$ cat config.mk
export PLATFORM = sky130hd
export DESIGN_NAME = sswt_top
export DESIGN_NICKNAME = d
export VERILOG_FILES = /design/src/sswt_pkg.sv /design/src/sswt_edge.sv /design/src/sswt_top.sv
export SDC_FILE = /design/constraint.sdc
export NUM_CORES = 1
export LEC_CHECK = 0
export BUFFER_PORTS_ARGS = -buffer_cell sky130_fd_sc_hd__buf_2
export CORE_MARGIN = 5
export CORE_UTILIZATION = 60
export CTS_CLUSTER_SIZE = 30
export DETAILED_ROUTE_END_ITERATION = 10
export PLACE_DENSITY = 0.89
export SLEW_MARGIN = 15
export SYNTH_ARGS = -nofsm -noshare
export SYNTH_HDL_FRONTEND = slang
export SYNTH_SLANG_ARGS = --single-unit
$ cat constraint.sdc
create_clock -name mclk -period 18.7 [get_ports mclk]
set_input_delay 2.805 -clock mclk [delete_from_list [all_inputs] [get_ports mclk]]
set_output_delay 2.805 -clock mclk [all_outputs]
set_load 0.1 [all_outputs]
$ cat src/sswt_pkg.sv
// Constants, codes and register map of the scan sweep trigger sequencer
package sswt_pkg;

    // ------------------------------------------------------------
    // Timing
    // ------------------------------------------------------------
    localparam int CLK_PERIOD_NS = 10;           // System clock period
    localparam int US_NS         = 1000;         // One microsecond in ns
    localparam int MS_US         = 1000;         // One millisecond in us
    localparam int CYC_PER_US    = US_NS / CLK_PERIOD_NS;
    localparam int CYC_PER_MS    = MS_US * CYC_PER_US;
    localparam int LONG_PRESS_MS = 2000;         // Key hold that ends an unlimited course
    localparam int LONG_PRESS_CYC = LONG_PRESS_MS * CYC_PER_MS;

    // ------------------------------------------------------------
    // Register byte addresses
    // ------------------------------------------------------------
    localparam logic [7:0] ADDR_CTRL     = 8'h00;
    localparam logic [7:0] ADDR_INTERVAL = 8'h04;
    localparam logic [7:0] ADDR_SWEEPS   = 8'h08;
    localparam logic [7:0] ADDR_STATUS   = 8'h0C;
    localparam logic [7:0] ADDR_COUNT    = 8'h10;

    // ------------------------------------------------------------
    // Control field positions
    // ------------------------------------------------------------
    localparam int CTRL_SEL_LSB = 0;             // sweep_trigger_select [2:0]
    localparam int CTRL_EXT_POL = 3;             // external_trigger_polarity
    localparam int CTRL_OUT_POL = 4;             // Signal output polarity
    localparam int CTRL_UNLIM   = 5;             // unlimited_sweeps
    localparam int CTRL_ALM_LSB = 6;             // Alarm number select [7:6]
    localparam int CTRL_START   = 8;             // Write 1: start a course
    localparam int CTRL_STOP    = 9;             // Write 1: abort a course

    // Status field positions
    localparam int STAT_ACTIVE = 0;
    localparam int STAT_WAIT   = 1;
    localparam int STAT_SWEEP  = 2;

    // ------------------------------------------------------------
    // Reset values
    // ------------------------------------------------------------
    localparam logic [31:0] INTERVAL_RST = 32'h000F_4240;  // 1 s in us
    localparam logic [15:0] SWEEPS_RST   = 16'h0001;

    // Bus responses
    localparam logic [1:0] RESP_OKAY   = 2'h0;
    localparam logic [1:0] RESP_SLVERR = 2'h2;

    // ------------------------------------------------------------
    // Types
    // ------------------------------------------------------------
    typedef enum logic [2:0] {
        TRIG_AUTO     = 3'h0,
        TRIG_TIMER    = 3'h1,
        TRIG_MANUAL   = 3'h2,
        TRIG_EXTERNAL = 3'h3,
        TRIG_ALARM    = 3'h4
    } sswt_trig_t;

    typedef enum logic [2:0] {
        ST_IDLE  = 3'b001,
        ST_WAIT  = 3'b010,
        ST_SWEEP = 3'b100
    } sswt_state_t;

endpackage

$ cat src/sswt_edge.sv
// Polarity-selectable edge detector for one trigger line
`timescale 1ns/1ps
`default_nettype none

module sswt_edge (
    // Clock and reset
    input  wire logic mclk,
    input  wire logic rst_n,
    // Line in
    input  wire logic level,
    input  wire logic invert,
    // Active edge pulse
    output logic      pulse
);

    // ------------------------------------------------------------
    // State
    // ------------------------------------------------------------
    typedef struct packed {
        logic prev;                              // Active level last cycle
    } sswt_edge_st_t;

    sswt_edge_st_t st;                           // Registered state
    sswt_edge_st_t next_st;                      // Next state
    logic          active;                       // Level in active sense

    // Fold polarity in, then look for the inactive-to-active step
    always_comb begin
        active       = level ^ invert;
        next_st.prev = active;
        pulse        = active & ~st.prev;
    end

    // Reset high so an already active line gives no false edge
    always_ff @(posedge mclk or negedge rst_n) begin
        if (!rst_n) begin
            st.prev <= 1'b1;
        end else begin
            st <= next_st;
        end
    end

endmodule

`default_nettype wire

$ cat src/sswt_top.sv
// Scan sweep trigger sequencer with AXI4-Lite register access
//
// The register offsets and register access over AXI4-Lite were left to the implementer.
`timescale 1ns/1ps
`default_nettype none

module sswt_top
    import sswt_pkg::*;
#(
    parameter int LONG_PRESS_CYCLES = sswt_pkg::LONG_PRESS_CYC
) (
    // Clock and reset
    input  wire logic        mclk,
    input  wire logic        nrst,
    // AXI4-Lite write address
    input  wire logic [7:0]  s_axi_awaddr,
    input  wire logic        s_axi_awvalid,
    output logic             s_axi_awready,
    // AXI4-Lite write data
    input  wire logic [31:0] s_axi_wdata,
    input  wire logic [3:0]  s_axi_wstrb,
    input  wire logic        s_axi_wvalid,
    output logic             s_axi_wready,
    // AXI4-Lite write response
    output logic [1:0]       s_axi_bresp,
    output logic             s_axi_bvalid,
    input  wire logic        s_axi_bready,
    // AXI4-Lite read address
    input  wire logic [7:0]  s_axi_araddr,
    input  wire logic        s_axi_arvalid,
    output logic             s_axi_arready,
    // AXI4-Lite read data
    output logic [31:0]      s_axi_rdata,
    output logic [1:0]       s_axi_rresp,
    output logic             s_axi_rvalid,
    input  wire logic        s_axi_rready,
    // Operator and rear panel
    input  wire logic        scan_key,
    input  wire logic        ext_trigger,
    output logic             signal_out,
    // Measurement machinery
    input  wire logic [3:0]  alarm_hit,
    input  wire logic        sweep_done,
    output logic             sweep_start,
    output logic             course_active
);

    import sswt_pkg::*;

    // ------------------------------------------------------------
    // Declarations
    // ------------------------------------------------------------
    typedef struct packed {
        sswt_state_t state;                      // Sequencer state
        logic        aw_have;                    // Write address held
        logic [7:0]  aw_addr;                    // Held write address
        logic        w_have;                     // Write data held
        logic [31:0] w_data;                     // Held write data
        logic [3:0]  w_strb;                     // Held byte strobes
        logic        bvalid;                     // Write response pending
        logic [1:0]  bresp;                      // Write response code
        logic        rvalid;                     // Read data pending
        logic [31:0] rdata;                      // Read data
        logic [1:0]  rresp;                      // Read response code
        logic [2:0]  trig_sel;                   // sweep_trigger_select
        logic        ext_pol;                    // external_trigger_polarity
        logic        out_pol;                    // Signal output polarity
        logic        unlimited;                  // unlimited_sweeps
        logic [1:0]  alarm_sel;                  // Alarm number minus one
        logic [31:0] interval;                   // Sweep interval in us
        logic [15:0] total;                      // Sweeps per course
        logic [15:0] count;                      // Sweeps completed
        logic [6:0]  pre;                        // Microsecond prescaler
        logic [31:0] tmr;                        // Interval countdown
        logic [31:0] hold;                       // Scan key hold time
        logic        start_p;                    // Sweep start pulse
        logic        sig;                        // Signal output level
    } sswt_st_t;

    sswt_st_t    st;                             // Registered state
    sswt_st_t    next_st;                        // Next state
    logic [1:0]  rst_sync;                       // Reset release chain
    logic        rst_n;                          // Synchronised reset
    logic        ext_edge;                       // Qualified external edge
    logic        key_edge;                       // Scan key press
    logic [3:0]  alarm_edge;                     // Alarm onsets
    logic [31:0] ctrl_word;                      // Control register image

    // Merge a written word under byte strobes
    function automatic logic [31:0] merge(input logic [31:0] old,
                                          input logic [31:0] wd,
                                          input logic [3:0]  strb);
        logic [31:0] res;
        res = old;
        for (int i = 0; i < 4; i++) begin
            if (strb[i]) begin
                res[i*8 +: 8] = wd[i*8 +: 8];
            end
        end
        return res;
    endfunction

    // ------------------------------------------------------------
    // Reset release
    // ------------------------------------------------------------
    // Two stages so reset leaves all flops in the same cycle
    always_ff @(posedge mclk or negedge nrst) begin
        if (!nrst) begin
            rst_sync <= 2'h0;
        end else begin
            rst_sync <= {rst_sync[0], 1'b1};
        end
    end
    assign rst_n = rst_sync[1];

    // ------------------------------------------------------------
    // Trigger edge detection
    // ------------------------------------------------------------
    // polarity-qualified edge
    sswt_edge u_ext (
        .mclk   (mclk),
        .rst_n  (rst_n),
        .level  (ext_trigger),
        .invert (st.ext_pol),
        .pulse  (ext_edge)
    );

    // Scan key is active high
    sswt_edge u_key (
        .mclk   (mclk),
        .rst_n  (rst_n),
        .level  (scan_key),
        .invert (1'b0),
        .pulse  (key_edge)
    );

    // One detector per alarm number
    for (genvar g = 0; g < 4; g++) begin : g_alarm
        sswt_edge u_alarm (
            .mclk   (mclk),
            .rst_n  (rst_n),
            .level  (alarm_hit[g]),
            .invert (1'b0),
            .pulse  (alarm_edge[g])
        );
    end

    // ------------------------------------------------------------
    // Next state
    // ------------------------------------------------------------
    always_comb begin
        logic        wr_go;                      // Write performed now
        logic [31:0] wv;                         // Merged write value
        logic        start_req;                  // Course start request
        logic        stop_req;                   // Course abort request
        logic        trig;                       // Selected trigger fired
        logic        go;                         // Begin a sweep
        wr_go     = 1'b0;
        wv        = 32'h0000_0000;
        start_req = 1'b0;
        stop_req  = 1'b0;
        trig      = 1'b0;
        go        = 1'b0;
        next_st   = st;
        next_st.start_p = 1'b0;

        // Control register image for reads and merges
        ctrl_word = 32'h0000_0000;
        ctrl_word[CTRL_SEL_LSB +: 3] = st.trig_sel;
        ctrl_word[CTRL_EXT_POL]      = st.ext_pol;
        ctrl_word[CTRL_OUT_POL]      = st.out_pol;
        ctrl_word[CTRL_UNLIM]        = st.unlimited;
        ctrl_word[CTRL_ALM_LSB +: 2] = st.alarm_sel;

        // Capture address and data in either order
        if (s_axi_awvalid && s_axi_awready) begin
            next_st.aw_have = 1'b1;
            next_st.aw_addr = s_axi_awaddr;
        end
        if (s_axi_wvalid && s_axi_wready) begin
            next_st.w_have = 1'b1;
            next_st.w_data = s_axi_wdata;
            next_st.w_strb = s_axi_wstrb;
        end

        // Perform the write once both halves are held
        if (st.aw_have && st.w_have && !st.bvalid) begin
            wr_go           = 1'b1;
            next_st.aw_have = 1'b0;
            next_st.w_have  = 1'b0;
            next_st.bvalid  = 1'b1;
            next_st.bresp   = RESP_OKAY;
            case ({st.aw_addr[7:2], 2'h0})
                ADDR_CTRL: begin
                    wv = merge(ctrl_word, st.w_data, st.w_strb);
                    next_st.trig_sel  = wv[CTRL_SEL_LSB +: 3];
                    next_st.ext_pol   = wv[CTRL_EXT_POL];
                    next_st.out_pol   = wv[CTRL_OUT_POL];
                    next_st.unlimited = wv[CTRL_UNLIM];
                    next_st.alarm_sel = wv[CTRL_ALM_LSB +: 2];
                    start_req = st.w_strb[1] & st.w_data[CTRL_START];
                    stop_req  = st.w_strb[1] & st.w_data[CTRL_STOP];
                end
                ADDR_INTERVAL: begin
                    next_st.interval = merge(st.interval, st.w_data, st.w_strb);
                end
                ADDR_SWEEPS: begin
                    wv = merge({16'h0000, st.total}, st.w_data, st.w_strb);
                    next_st.total = wv[15:0];
                end
                ADDR_STATUS, ADDR_COUNT: begin
                    // Read-only, write ignored
                end
                default: begin
                    next_st.bresp = RESP_SLVERR;
                end
            endcase
        end
        if (st.bvalid && s_axi_bready) begin
            next_st.bvalid = 1'b0;
        end

        // Read path, answered one cycle after the address
        if (s_axi_arvalid && s_axi_arready) begin
            next_st.rvalid = 1'b1;
            next_st.rresp  = RESP_OKAY;
            next_st.rdata  = 32'h0000_0000;
            case ({s_axi_araddr[7:2], 2'h0})
                ADDR_CTRL:     next_st.rdata = ctrl_word;
                ADDR_INTERVAL: next_st.rdata = st.interval;
                ADDR_SWEEPS:   next_st.rdata = {16'h0000, st.total};
                ADDR_STATUS: begin
                    next_st.rdata[STAT_ACTIVE] = (st.state != ST_IDLE);
                    next_st.rdata[STAT_WAIT]   = (st.state == ST_WAIT);
                    next_st.rdata[STAT_SWEEP]  = (st.state == ST_SWEEP);
                end
                ADDR_COUNT:    next_st.rdata = {16'h0000, st.count};
                default:       next_st.rresp = RESP_SLVERR;
            endcase
        end else if (st.rvalid && s_axi_rready) begin
            next_st.rvalid = 1'b0;
        end

        // Interval countdown in microseconds
        // countdown runs to zero
        if (st.pre == 7'(CYC_PER_US - 1)) begin
            next_st.pre = 7'h00;
            if (st.tmr != 32'h0000_0000) begin
                next_st.tmr = st.tmr - 32'h0000_0001;
            end
        end else begin
            next_st.pre = st.pre + 7'h01;
        end

        // Key hold time, cleared on release
        if (scan_key) begin
            if (st.hold != 32'hFFFF_FFFF) begin
                next_st.hold = st.hold + 32'h0000_0001;
            end
        end else begin
            next_st.hold = 32'h0000_0000;
        end

        // Selected trigger source
        case (st.trig_sel)
            TRIG_AUTO:     trig = 1'b1;
            TRIG_TIMER:    trig = (st.tmr == 32'h0000_0000);
            TRIG_MANUAL:   trig = key_edge;
            TRIG_EXTERNAL: trig = ext_edge;
            TRIG_ALARM:    trig = alarm_edge[st.alarm_sel];
            default:       trig = 1'b0;
        endcase

        // Sequencer
        case (st.state)
            ST_IDLE: begin
                if (start_req || key_edge) begin
                    next_st.state = ST_WAIT;
                    next_st.count = 16'h0000;
                    next_st.tmr   = st.interval;
                    next_st.pre   = 7'h00;
                end
            end
            ST_WAIT: begin
                go = trig;
            end
            ST_SWEEP: begin
                if (sweep_done) begin
                    next_st.count = st.count + 16'h0001;
                    if (!st.unlimited && (st.count + 16'h0001 >= st.total)) begin
                        next_st.state = ST_IDLE;
                    end else begin
                        next_st.state = ST_WAIT;
                    end
                end
            end
            default: begin
                next_st.state = ST_IDLE;
            end
        endcase

        // Launch a sweep and restart the interval
        if (go) begin
            next_st.state   = ST_SWEEP;
            next_st.start_p = 1'b1;
            next_st.tmr     = st.interval;
            next_st.pre     = 7'h00;
        end

        // long press ends an unlimited course
        if (st.state != ST_IDLE && st.unlimited &&
            st.hold == 32'(LONG_PRESS_CYCLES - 1) && scan_key) begin
            next_st.state   = ST_IDLE;
            next_st.start_p = 1'b0;
        end

        // Register abort wins over everything
        if (stop_req) begin
            next_st.state   = ST_IDLE;
            next_st.start_p = 1'b0;
        end

        // output active during a sweep, polarity applied
        next_st.sig = (next_st.state == ST_SWEEP) ^ next_st.out_pol;

        if (wr_go) begin
            // Nothing further; write side effects handled above
        end
    end

    // ------------------------------------------------------------
    // State register
    // ------------------------------------------------------------
    always_ff @(posedge mclk or negedge rst_n) begin
        if (!rst_n) begin
            st           <= '0;
            st.state     <= ST_IDLE;
            st.interval  <= INTERVAL_RST;
            st.total     <= SWEEPS_RST;
            st.trig_sel  <= TRIG_AUTO;
        end else begin
            st <= next_st;
        end
    end

    // ------------------------------------------------------------
    // Outputs
    // ------------------------------------------------------------
    assign s_axi_awready = !st.aw_have;
    assign s_axi_wready  = !st.w_have;
    assign s_axi_bvalid  = st.bvalid;
    assign s_axi_bresp   = st.bresp;
    assign s_axi_arready = !st.rvalid;
    assign s_axi_rvalid  = st.rvalid;
    assign s_axi_rdata   = st.rdata;
    assign s_axi_rresp   = st.rresp;
    assign signal_out    = st.sig;
    assign sweep_start   = st.start_p;
    assign course_active = (st.state != ST_IDLE);

endmodule

`default_nettype wire

# ---- Yosys cells after proc, flatten, opt, wreduce, memory -nomap -nowiden
# Cells that the tools add are included.
dict set report classes {
  n_addsub 4
  n_mul 0
  n_div 0
  order_cmp 2
  eq_ne 23
  shifts 0
  mux 51
  bitwise 16
  n_reduce_logical 37
}
# op n
set op_table {}
lappend op_table {{$mux W32} 5}
lappend op_table {{$pmux W29 S4} 1}
lappend op_table {{$mux W39} 2}
lappend op_table {{$mux W8} 7}
lappend op_table {{$mux W55} 1}
lappend op_table {{$mux W52} 1}
lappend op_table {{$mux W37} 1}
lappend op_table {{$add A32 B1 Y32 const B} 1}
lappend op_table {{$eq A32 B28 Y1 const B} 1}
lappend op_table {{$logic_not A32 Y1} 1}
lappend op_table {{$mux W16} 2}
lappend op_table {{$ne A32 B32 Y1 const B} 1}
lappend op_table {{$pmux W16 S2} 1}
lappend op_table {{$reduce_bool A32 Y1} 1}
lappend op_table {{$sub A32 B1 Y32 const B} 1}
lappend op_table {{$eq A6 B2 Y1 const B} 4}
lappend op_table {{$reduce_and A3 Y1} 8}
lappend op_table {{$mux W3} 6}
lappend op_table {{$add A16 B1 Y16 const B} 1}
lappend op_table {{$ge A16 B16 Y1} 1}
lappend op_table {{$pmux W3 S5} 1}
lappend op_table {{$mux W1} 14}
lappend op_table {{$eq A6 B1 Y1 const B} 2}
lappend op_table {{$eq A6 B3 Y1 const B} 2}
lappend op_table {{other kinds (26)} 67}
dict set report word_totals {
  ff_bits 240
  latchBits 0
  ram_bits 0
  mem_bits_ro 0
  input_bits 66
  out_inout_bits 44
  word_cells 168
  mem_count 0
}

# ---- Longest topological paths before layout
# Gate-level depths: netlist (run 1).
dict set report logic_depth {
  depth_word 11
  ltp_mapped 12
  mapped_depth_nobuf 11
}

# ---- By module
# From an unflattened synthesis (run 1), not the netlist that was laid out.
dict set report unflattened {
  hier_cells 1098
  area_unflattened_um2 11743.8
}
# mod instances cells_each area_each_um2
set by_module_without_submodules {}
lappend by_module_without_submodules {sswt_top 1 1080 11481.0}
lappend by_module_without_submodules {sswt_edge 6 3 43.8}

# ---- Least setup slack after synthesis (run 1)
# No wires, ideal clock.
dict set report synth_path {
  path_kind {input -> register}
  from {input port ext_trigger}
  to {register st[63] (netlist bit)}
  setup_ns 0.125
  arrival_time_ns 4.515
  required_time_ns 18.575
  slack_ns 14.060
  stages 8
  path_cell_list {xor2_1 a211oi_1 nor4b_2 o31ai_1 o21ai_2 buf_6 buf_8 mux2_2}
}
# element line_no
set synth_rtl {}
lappend synth_rtl {{from (decl)} sswt_top.sv:39} ;# input wire logic ext_trigger,
lappend synth_rtl {{to (signal assigned)} sswt_top.sv:342} ;# st <= next_st;
lappend synth_rtl {{to (decl)} sswt_top.sv:80} ;# sswt_st_t st;

==> results of run 1 <==
==> worst min-delay path by stage <==
stage                     cells after the start     endpoint  slack, ns         from
after detailed placement                      0  rst_sync[1]       0.35  rst_sync[0]
after global routing                          0  rst_sync[1]       0.37  rst_sync[0]
after CTS                                     0  rst_sync[1]       0.36  rst_sync[0]
after global placement                        0  rst_sync[1]       0.34  rst_sync[0]
final                                         0  rst_sync[1]       0.36  rst_sync[0]
after floorplan                               0  rst_sync[1]       0.33  rst_sync[0]
==> cell usage in the layout (no fill, tap or decap), types with 13 or more instances in the layout <==
cell,instances
and3_1,13
nor4_1,14
xnor2_1,48
nand3_1,32
buf_2,103
nand4_1,15
mux2_2,129
nor2_1,41
dfrtp_1,220
o21ai_0,69
and2_1,27
nand2_1,106
dfstp_2,15
ha_1,21
nor3_1,23
clkbuf_16,25
inv_1,29
xor2_1,24
==> worst max-delay path, stage by stage <==
cell and delay [ns]:
buf_2 0.26, nor4b_1 0.22, a211oi_1 0.56, nor4b_2 0.17, o31ai_1 0.69, o21ai_4 0.37
buf_16 0.27, mux2_2 0.30
==> state kept, by name, summed over array words and instances (netlist names), 2 cells and up <==
signal              count
rst_sync                2
g_alarm.u_alarm.st      4
s_axi_rdata            32
st                    182
ctrl_word               8
==> power by group through the flow <==
stage	logic [mW]	clock network, mW	registers (mW)
2_1_floorplan	0.383	0	0.750
3_3_place_gp	0.461	0	0.775
3_5_place_dp	0.481	0	0.785
4_1_cts	0.493	0.513	0.779
5_1_grt	0.540	0.534	0.798
6_report	0.500	0.508	0.784
==> cells by family (layout without fill, tap and decap cells) <==
logic type	count (synthesis)	after routing	share of synthesized area (%)
compound gates	148	148	8.59
flops	236	236	50.8
mux	133	133	12.8
simple gates	337	337	15.4
xor+xnor	72	72	5.40
buf+inv	102	182	4.68
fa+ha+maj	21	21	2.25
other cells	2	4	0.0644
==> cell type report <==
cell class                      count  area (um2)
Tap cell                          265         332
Timing Repair Buffer              107         578
Inverter                           29         109
Antenna cell                        1        2.50
Clock buffer                       37         741
Sequential cell                   236        5930
Multi-Input combinational cell    714        5230
Clock inverter                      9         106
Fill cell                        1392        6310
==> routing by layer <==
layer / vias up / global-route usage, % / share of wire [%]
met2: 350 / 38.6 / 47
met3: 63 / 4.48 / 7.7
met4: 2 / 7.73 / 2.7
li1: 3856 / - / -
met1: 4276 / 33.9 / 42
met5: - / 0 / 0.026
==> metrics, run 1 <==
Vias=8,547; synthesized area=0.0117 mm2; CP startpoint=scan_key; CTS tree=yes; measured slew at the worst slew-check pin=1.17 ns; Fin. Hold Viols=0; Critical Path AT=5.67 ns; P_int=1.17 mW; leading area contributor after synthesis=dfrtp_1; Synth Register Bits=236; syn avg cell area=11.1 um2; Reg2Reg Depth=7; Setup WS pre-CTS=12.89 ns; fraction of power spent switching nets=34.9%; sequential power share=43.7%; wire per inst=19.3 um; die height=149 um; main flop type after synthesis=dfrtp_1; global-route wire length before repair=43,800 um; placer congestion estimate=0.891; core footprint=0.0193 mm2; P_sw=0.626 mW; total die area=0.0223 mm2; count of flip-flops with a built-in enable after synthesis=0; Final ANT Viol Nets=0; Worst VDD drop=0.133 mV; First-pass DRT Iterations=7; final setup fails=0; Die Width=149 um; cts-stage hold buffer count=0; non-filler cells, final=1,398; IO Port Bufs=103; hpwl dp=17,900 um; DR DRC count=0; Seq/Total Area, Yosys=50.8%; max_cap viols=0; Netlist cell types=67; PD cells=138 mW/mm2; CP Class=in2reg; Starting Density=60.3%; worst hold slack=0.360 ns; r2r endpoint=st[65]; Rows=51; Leak Pwr=5.99 nW; fin crit period=5.26 ns; Clock Sink Count=236; synthesized instance count=1,051; synth top area cells=dfrtp_1 (47%), mux2_2 (12%), xnor2_1 (3.6%); dpl cells=1,350; Pwr Total=1.79 mW; Worst Clk Skew=0.0237 ns; post-layout util=67.4%; clk buf depth=3; final worst slack=13.44 ns; setup TNS=0 ns; RSZ-0062 raised after global routing=no; CTS Root Cell=clkbuf_16; Critical R2R Launch=st[49]; worst-path maximum fanout=36; layout cell share with drive strength beyond 1=27.4%; Max Fclk=190 MHz; crit path capture=st[65]; clk_lat worst skew=0.53 ns; gr ovfl total=0; initial antenna violation count=2; Comb pwr share=27.9%; vias in the first global route=8,549; endpoint class of the critical path=flop; area post-placement=0.0121 mm2; H-tree depth=1; DRT Wirelength=27,000 um; Slew Viols, Final=0; synth-to-layout area growth=11.6%; Reg clk slew, reported paths=0.06 ns; headroom to the max-slew limit=21.7%; Tot GR Track Use=24.2%; status=finished, final reports clean; most frequent cell after synthesis=dfrtp_1; largest net degree at the start of global routing=160; Design Area, Final=0.0130 mm2; reg-to-reg slack, setup=15.27 ns; post-synth top area share=47.4%; cts bufs inserted=25; clock share of power=28.4%; Setup Buffers After CTS=0; FFs w/ async S/R, synth=100%; Startpoint Class=input pin; Worst Hold Class=reg2reg; vias per inst=6.11; layout net count=1,200; DR iter-0 viols=880; Ports=110; Resized cells post-CTS=0; top cells by count, synth=dfrtp_1 (221), mux2_2 (129), nand2_1 (107); synth warn=0; final period utilization=28.1%; worst path required time=19.11 ns
Power figures use the tool's default switching activity.
==> run 2: changes to the inputs <==
==> constraint.sdc (replaced) <==
create_clock -name mclk -period 4.9 [get_ports mclk]
set_input_delay 0.735 -clock mclk [delete_from_list [all_inputs] [get_ports mclk]]
set_output_delay 0.735 -clock mclk [all_outputs]
set_load 0.1 [all_outputs]
==> metrics, run 2 (same netlist as run 1, synthesis figures left out) <==
status=finished, final reports clean (unchanged); Startpoint Class=flop (was input pin); DRT Wirelength=26,300 um (was 27,000 um); Worst Clk Skew=0.0165 ns (was 0.0237 ns); Critical Path, Cell by Cell=inv_1 > ha_1 > or4b_1 > nor4_4 > nor4b_2 > o31ai_1 > o21ai_4 > mux2_2 (was buf_2 > nor4b_1 > a211oi_1 > nor4b_2 > o31ai_1 > o21ai_4 > buf_16 > mux2_2); initial antenna violation count=0 (was 2); largest net degree at the start of global routing=134 (was 160); top cell family by delay on the critical path=simple AND/OR/NAND/NOR gates (was compound AO/OA/AOI/OAI gates); Filler cells=1,379 (was 1,392); Crit path depth=8 (unchanged); Starting Density=60.3% (unchanged); CP Class=reg2reg (was in2reg); final worst slack=1.49 ns (was 13.44 ns); die height=149 um (unchanged); measured slew at the worst slew-check pin=1.18 ns (was 1.17 ns); vias per inst=5.97 (was 6.11); First-pass DRT Iterations=7 (unchanged); antenna cells=0 (was 1); commonest non-fill, non-tap cells in the layout=dfrtp_1 (220), mux2_2 (129), nand2_1 (107), buf_2 (103), o21ai_0 (69) (was dfrtp_1 (220), mux2_2 (129), nand2_1 (106), buf_2 (103), o21ai_0 (69)); cts bufs inserted=24 (was 25); IO Port Bufs=103 (unchanged); Reg2Reg Depth=8 (was 7); Reg clk slew, reported paths=0.06 ns (about the same); most common cell after layout, fill and taps aside=dfrtp_1 (unchanged); Clock Sink Count=236 (unchanged); vias in the first global route=8,320 (was 8,549); max reg flops=182 (unchanged); final setup fails=0 (unchanged); PD cells=510 mW/mm2 (was 138 mW/mm2); core footprint=0.0193 mm2 (unchanged); Tot GR Track Use=23.8% (was 24.2%); Setup Buffers After CTS=0 (unchanged); Ports=110 (unchanged); hpwl dp=17,900 um (about the same); Slew Viols, Final=0 (unchanged); Worst VDD drop=0.549 mV (was 0.133 mV); Vias=8,350 (was 8,547); total die area=0.0223 mm2 (unchanged); wl on met1=11,300 um (was 11,500 um); RSZ-0062 raised after global routing=no (unchanged); gr ovfl total=0 (unchanged); routed wl met3=2170 um (was 2080 um); endpoint class of the critical path=flop (unchanged); CP bufs+invs=1 (was 2); Setup WS pre-CTS=1.49 ns (was 12.89 ns); DR DRC count=0 (unchanged); Fin. Hold Viols=0 (unchanged); H-tree depth=1 (unchanged); layout net count=1,204 (was 1,200); layout cell share with drive strength beyond 1=27.2% (was 27.4%); Max Fclk=293 MHz; Worst path max stage delay=0.51 ns (was 0.69 ns); fin crit period=3.41 ns; Critical Path AT=3.80 ns (was 5.67 ns); global-route wire length before repair=43,200 um (was 43,800 um); non-filler cells, final=1,399 (was 1,398); wire per inst=18.8 um (was 19.3 um); max_cap viols=0 (unchanged); Worst Hold Class=reg2async (was reg2reg); Top Layer Used=met4 (was met5); reg-to-reg slack, setup=1.49 ns (was 15.27 ns); slowest stage cell, crit path=or4b_1 (was o31ai_1); Biggest register=st (unchanged); placer congestion estimate=0.920 (was 0.891); DR iter-0 viols=695 (was 880); r2r endpoint=st[37] (was st[65]); setup TNS=0 ns (unchanged); Register Area=0.00593 mm2 (unchanged); clk_lat worst skew=0.52 ns (was 0.53 ns); worst-path maximum fanout=39 (was 36); Leak Pwr=5.94 nW (was 5.99 nW); Resized cells post-CTS=0 (unchanged); Die Width=149 um (unchanged); met2 wire length=12,400 um (was 12,700 um); final period utilization=69.6%; CTS tree=yes (unchanged); Pwr Total=6.59 mW (was 1.79 mW); CTS Root Cell=clkbuf_16 (unchanged); clk buf depth=3 (unchanged); Final ANT Viol Nets=0 (unchanged); Rows=51 (unchanged); worst path required time=5.29 ns (was 19.11 ns); Critical R2R Launch=st[34] (was st[49]); synth-to-layout area growth=10.8% (was 11.6%); multi-input logic area=0.00523 mm2 (about the same); headroom to the max-slew limit=20.8% (was 21.7%); dpl cells=1,355 (was 1,350)
-- run 2: cell count changes in the layout (fill, tap and decap cells not counted), moves of 2 or more --
cell        before  now
bufinv_16        2    0
buf_4            2    7
clkinv_4         2    0
clkinvlp_4       0    3
clkbuf_1         5    7
clkbuf_8         7    2
-- run 2: what timing repair did --
item / CTS / global route
hold endpoints to repair: 2 / 0
hold buffers: 1 / 0
endpoints found under the setup margin: 0 / 0
-- run 2: metal layers --
layer | global-route usage, % | up-vias
met5 | 0 | -
met4 | 5.77 | 0
met3 | 4.33 | 43
met2 | 37.9 | 330
met1 | 34.2 | 4126
li1 | - | 3851
-- run 2: worst max-delay path by stage --
stage | end | startpoint
detailed placement | st[52] | ext_trigger
floorplan | ctrl_word[0] | rst_sync[1]
finish | st[37] | st[34]
global route | st[49] | st[34]
global placement | st[59] | ext_trigger
CTS | st[49] | st[34]
-- run 2: final cells by class --
type / count / area share, %
multi-input cells: 714 / 40.4
clock buffers: 34 / 5.26
clock inverters: 9 / 0.436
inverters: 29 / 0.842
well taps: 265 / 2.56
repair buffers: 112 / 4.63
flip-flops and latches: 236 / 45.9
-- run 2: per-stage QoR --
stage | hold WS [ns] | utilization (%) | area (um2)
after floorplan | 0.331 | - | 11700
after global routing | 0.310 | 66.9 | 12900
after CTS | 0.306 | 66.8 | 12900
after global placement | 0.314 | 63.0 | 12200
after detailed placement | 0.310 | 63.0 | 12200
final | 0.287 | 66.9 | 12900
-- run 2: where the power goes --
part | switching, mW | internal [mW] | leakage, nW
Sequential | 0.525 | 2.47 | 3.11
Clock | 0.755 | 0.969 | 0.355
Combinational | 1.06 | 0.815 | 2.48
-- run 2: worst register-to-register path: cells and delay by family (launching register included) --
kind	cells	cell delay (ns)
AO/OA/AOI/OAI	2	0.78
multiplexers	1	0.46
buffers and inverters	1	0.12
flip-flops	1	0.37
adder cells (fa/ha/maj)	1	0.20
AND/OR/NAND/NOR	3	1.35
==> run 3: changes to the inputs <==
--- a/config.mk
+++ b/config.mk
@@ -7,10 +7,10 @@
 export LEC_CHECK = 0
 export BUFFER_PORTS_ARGS = -buffer_cell sky130_fd_sc_hd__buf_2
 export CORE_MARGIN = 5
-export CORE_UTILIZATION = 60
+export CORE_UTILIZATION = 54
 export CTS_CLUSTER_SIZE = 30
 export DETAILED_ROUTE_END_ITERATION = 10
-export PLACE_DENSITY = 0.89
+export PLACE_DENSITY = 0.85
 export SLEW_MARGIN = 15
 export SYNTH_ARGS = -nofsm -noshare
 export SYNTH_HDL_FRONTEND = slang
==> constraint.sdc (replaced) <==
create_clock -name mclk -period 3 [get_ports mclk]
set_input_delay 0.45 -clock mclk [delete_from_list [all_inputs] [get_ports mclk]]
set_output_delay 0.45 -clock mclk [all_outputs]
set_load 0.1 [all_outputs]
==> metrics, run 3 (same netlist as run 1, synthesis figures left out) <==
H-tree depth=1 (unchanged); Tot GR Track Use=21.7% (was 23.8%); non-filler cells, final=1,436 (was 1,399); Reg clk slew, reported paths=0.07 ns (was 0.06 ns); final setup fails=0 (unchanged); status=finished, final reports clean (unchanged); worst path required time=3.39 ns (was 5.29 ns); headroom to the max-slew limit=48.3% (was 20.8%); fin crit period=2.87 ns (was 3.41 ns); CP Class=reg2reg (unchanged); vias per inst=5.86 (was 5.97); Final ANT Viol Nets=0 (unchanged); synth-to-layout area growth=13.7% (was 10.8%); PD cells=837 mW/mm2 (was 510 mW/mm2); Fin. Hold Viols=0 (unchanged); Worst VDD drop=0.849 mV (was 0.549 mV); endpoint class of the critical path=flop (unchanged); Die Width=157 um (was 149 um); dpl cells=1,390 (was 1,355); IO Port Bufs=103 (unchanged); Max Fclk=348 MHz (was 293 MHz); Critical Path AT=3.26 ns (was 3.80 ns); CTS tree=yes (unchanged); global-route wire length before repair=43,600 um (was 43,200 um); initial antenna violation count=1 (was 0); DRT Wirelength=26,400 um (was 26,300 um); DR iter-0 viols=786 (was 695); commonest non-fill, non-tap cells in the layout=dfrtp_1 (219), mux2_2 (129), nand2_1 (106), buf_2 (103), o21ai_0 (69) (was dfrtp_1 (220), mux2_2 (129), nand2_1 (107), buf_2 (103), o21ai_0 (69)); First-pass DRT Iterations=7 (unchanged); Rows=53 (was 51); final worst slack=0.129 ns (was 1.49 ns); Clock Sink Count=236 (unchanged); cts bufs inserted=25 (was 24); Vias=8,410 (was 8,350); Slew Viols, Final=0 (unchanged); Startpoint Class=flop (unchanged); Setup WS pre-CTS=0.111 ns (was 1.49 ns); worst-path maximum fanout=21 (was 39); total die area=0.0246 mm2 (was 0.0223 mm2); Worst Clk Skew=0.00965 ns (was 0.0165 ns); antenna cells=0 (unchanged); layout net count=1,232 (was 1,204); gr ovfl total=0 (unchanged); final period utilization=95.7% (was 69.6%); hpwl dp=18,700 um (was 17,900 um); most common cell after layout, fill and taps aside=dfrtp_1 (unchanged); max_cap viols=0 (unchanged); Biggest register=st (unchanged); clk buf depth=3 (unchanged); Worst Hold Class=in2reg (was reg2async); core footprint=0.0212 mm2 (was 0.0193 mm2); Leak Pwr=6.12 nW (was 5.94 nW); post-layout util=62.7% (was 66.9%); Starting Density=55.2% (was 60.3%); CTS Root Cell=clkbuf_16 (unchanged); placer congestion estimate=0.891 (was 0.920); die height=157 um (was 149 um); measured slew at the worst slew-check pin=0.776 ns (was 1.18 ns); clk_lat worst skew=0.51 ns (was 0.52 ns); Pwr Total=11.1 mW (was 6.59 mW); largest net degree at the start of global routing=73 (was 134); wire per inst=18.4 um (was 18.8 um); layout cell share with drive strength beyond 1=29.4% (was 27.2%); Ports=110 (unchanged); vias in the first global route=8,498 (was 8,320); DR DRC count=0 (unchanged); max reg flops=182 (unchanged)
[run 3: cell count changes in the layout (fill, tap and decap cells not counted), sizes merged]
cell	delta
clkinv	-1
inv	-1
bufinv	+1
clkbuf	+1
buf	+27
[run 3: routing by layer]
metal	global-route usage, %	up-vias	wire (um)
li1	-	3915	-
met1	30.9	4141	11400
met2	33.7	303	12100
met3	5.28	49	2260
met4	5.74	2	589
met5	0	-	15
[run 3: per-stage QoR]
stage | area (um2) | setup TNS, ns | hold slack (ns)
floorplan | 11700 | 0 | 0.154
global placement | 12400 | 0 | 0.236
detailed placement | 12400 | 0 | 0.237
CTS | 13200 | 0 | 0.0290
global route | 13300 | -0.00350 | 0.0283
finish | 13300 | 0 | 0.0405
[run 3: worst max-delay path: stages, from the launching register on]
cell and delay [ns]:
dfrtp_1 0.42, or4_4 0.56, or4_4 0.50, nor4b_2 0.34, o31ai_1 0.19, o21ai_4 0.17
buf_12 0.20, mux2_2 0.36
[run 3: worst paths after layout]
| check | start | to | slack [ns] | cells after the start |
|---|---|---|---|---|
| max | st[44] | st[61] | 0.13 | 7 |
| min | alarm_hit[3] | g_alarm[3].u_alarm.st | 0.04 | 1 |
| max reg2reg | st[44] | st[61] | 0.13 | 7 |
| min reg2reg | rst_sync[1] | st[104] | 0.28 | 0 |
| max in group asynchronous | rst_sync[1] | g_alarm[2].u_alarm.st | 1.96 | 1 |
| min in group asynchronous | nrst | rst_sync[1] | 0.26 | 2 |
[run 3: power by group]
group	leakage (nW)	switching [mW]	internal, mW	total, mW
combinational	2.63	1.74	1.49	3.23
clock	0.386	1.24	1.76	3.00
sequential	3.10	0.827	4.04	4.86
total	6.12	3.81	7.29	11.1
[run 3: layout make-up]
| class | count | area (um2) |
|---|---|---|
| clock buffer | 35 | 723 |
| clock inverter | 8 | 76.3 |
| fill | 1599 | 7890 |
| inverter | 29 | 109 |
| multi-input combinational | 714 | 5230 |
| sequential | 236 | 5930 |
| tap | 275 | 344 |
| timing repair buffer | 139 | 851 |
[run 3: what timing repair did]
action                                  in CTS  in global routing
setup buffers                                0                  2
endpoints found under the hold margin        2                  0
resized for setup                            0                  5
endpoints found under the setup margin       0                  2
hold buffers                                 1                  0
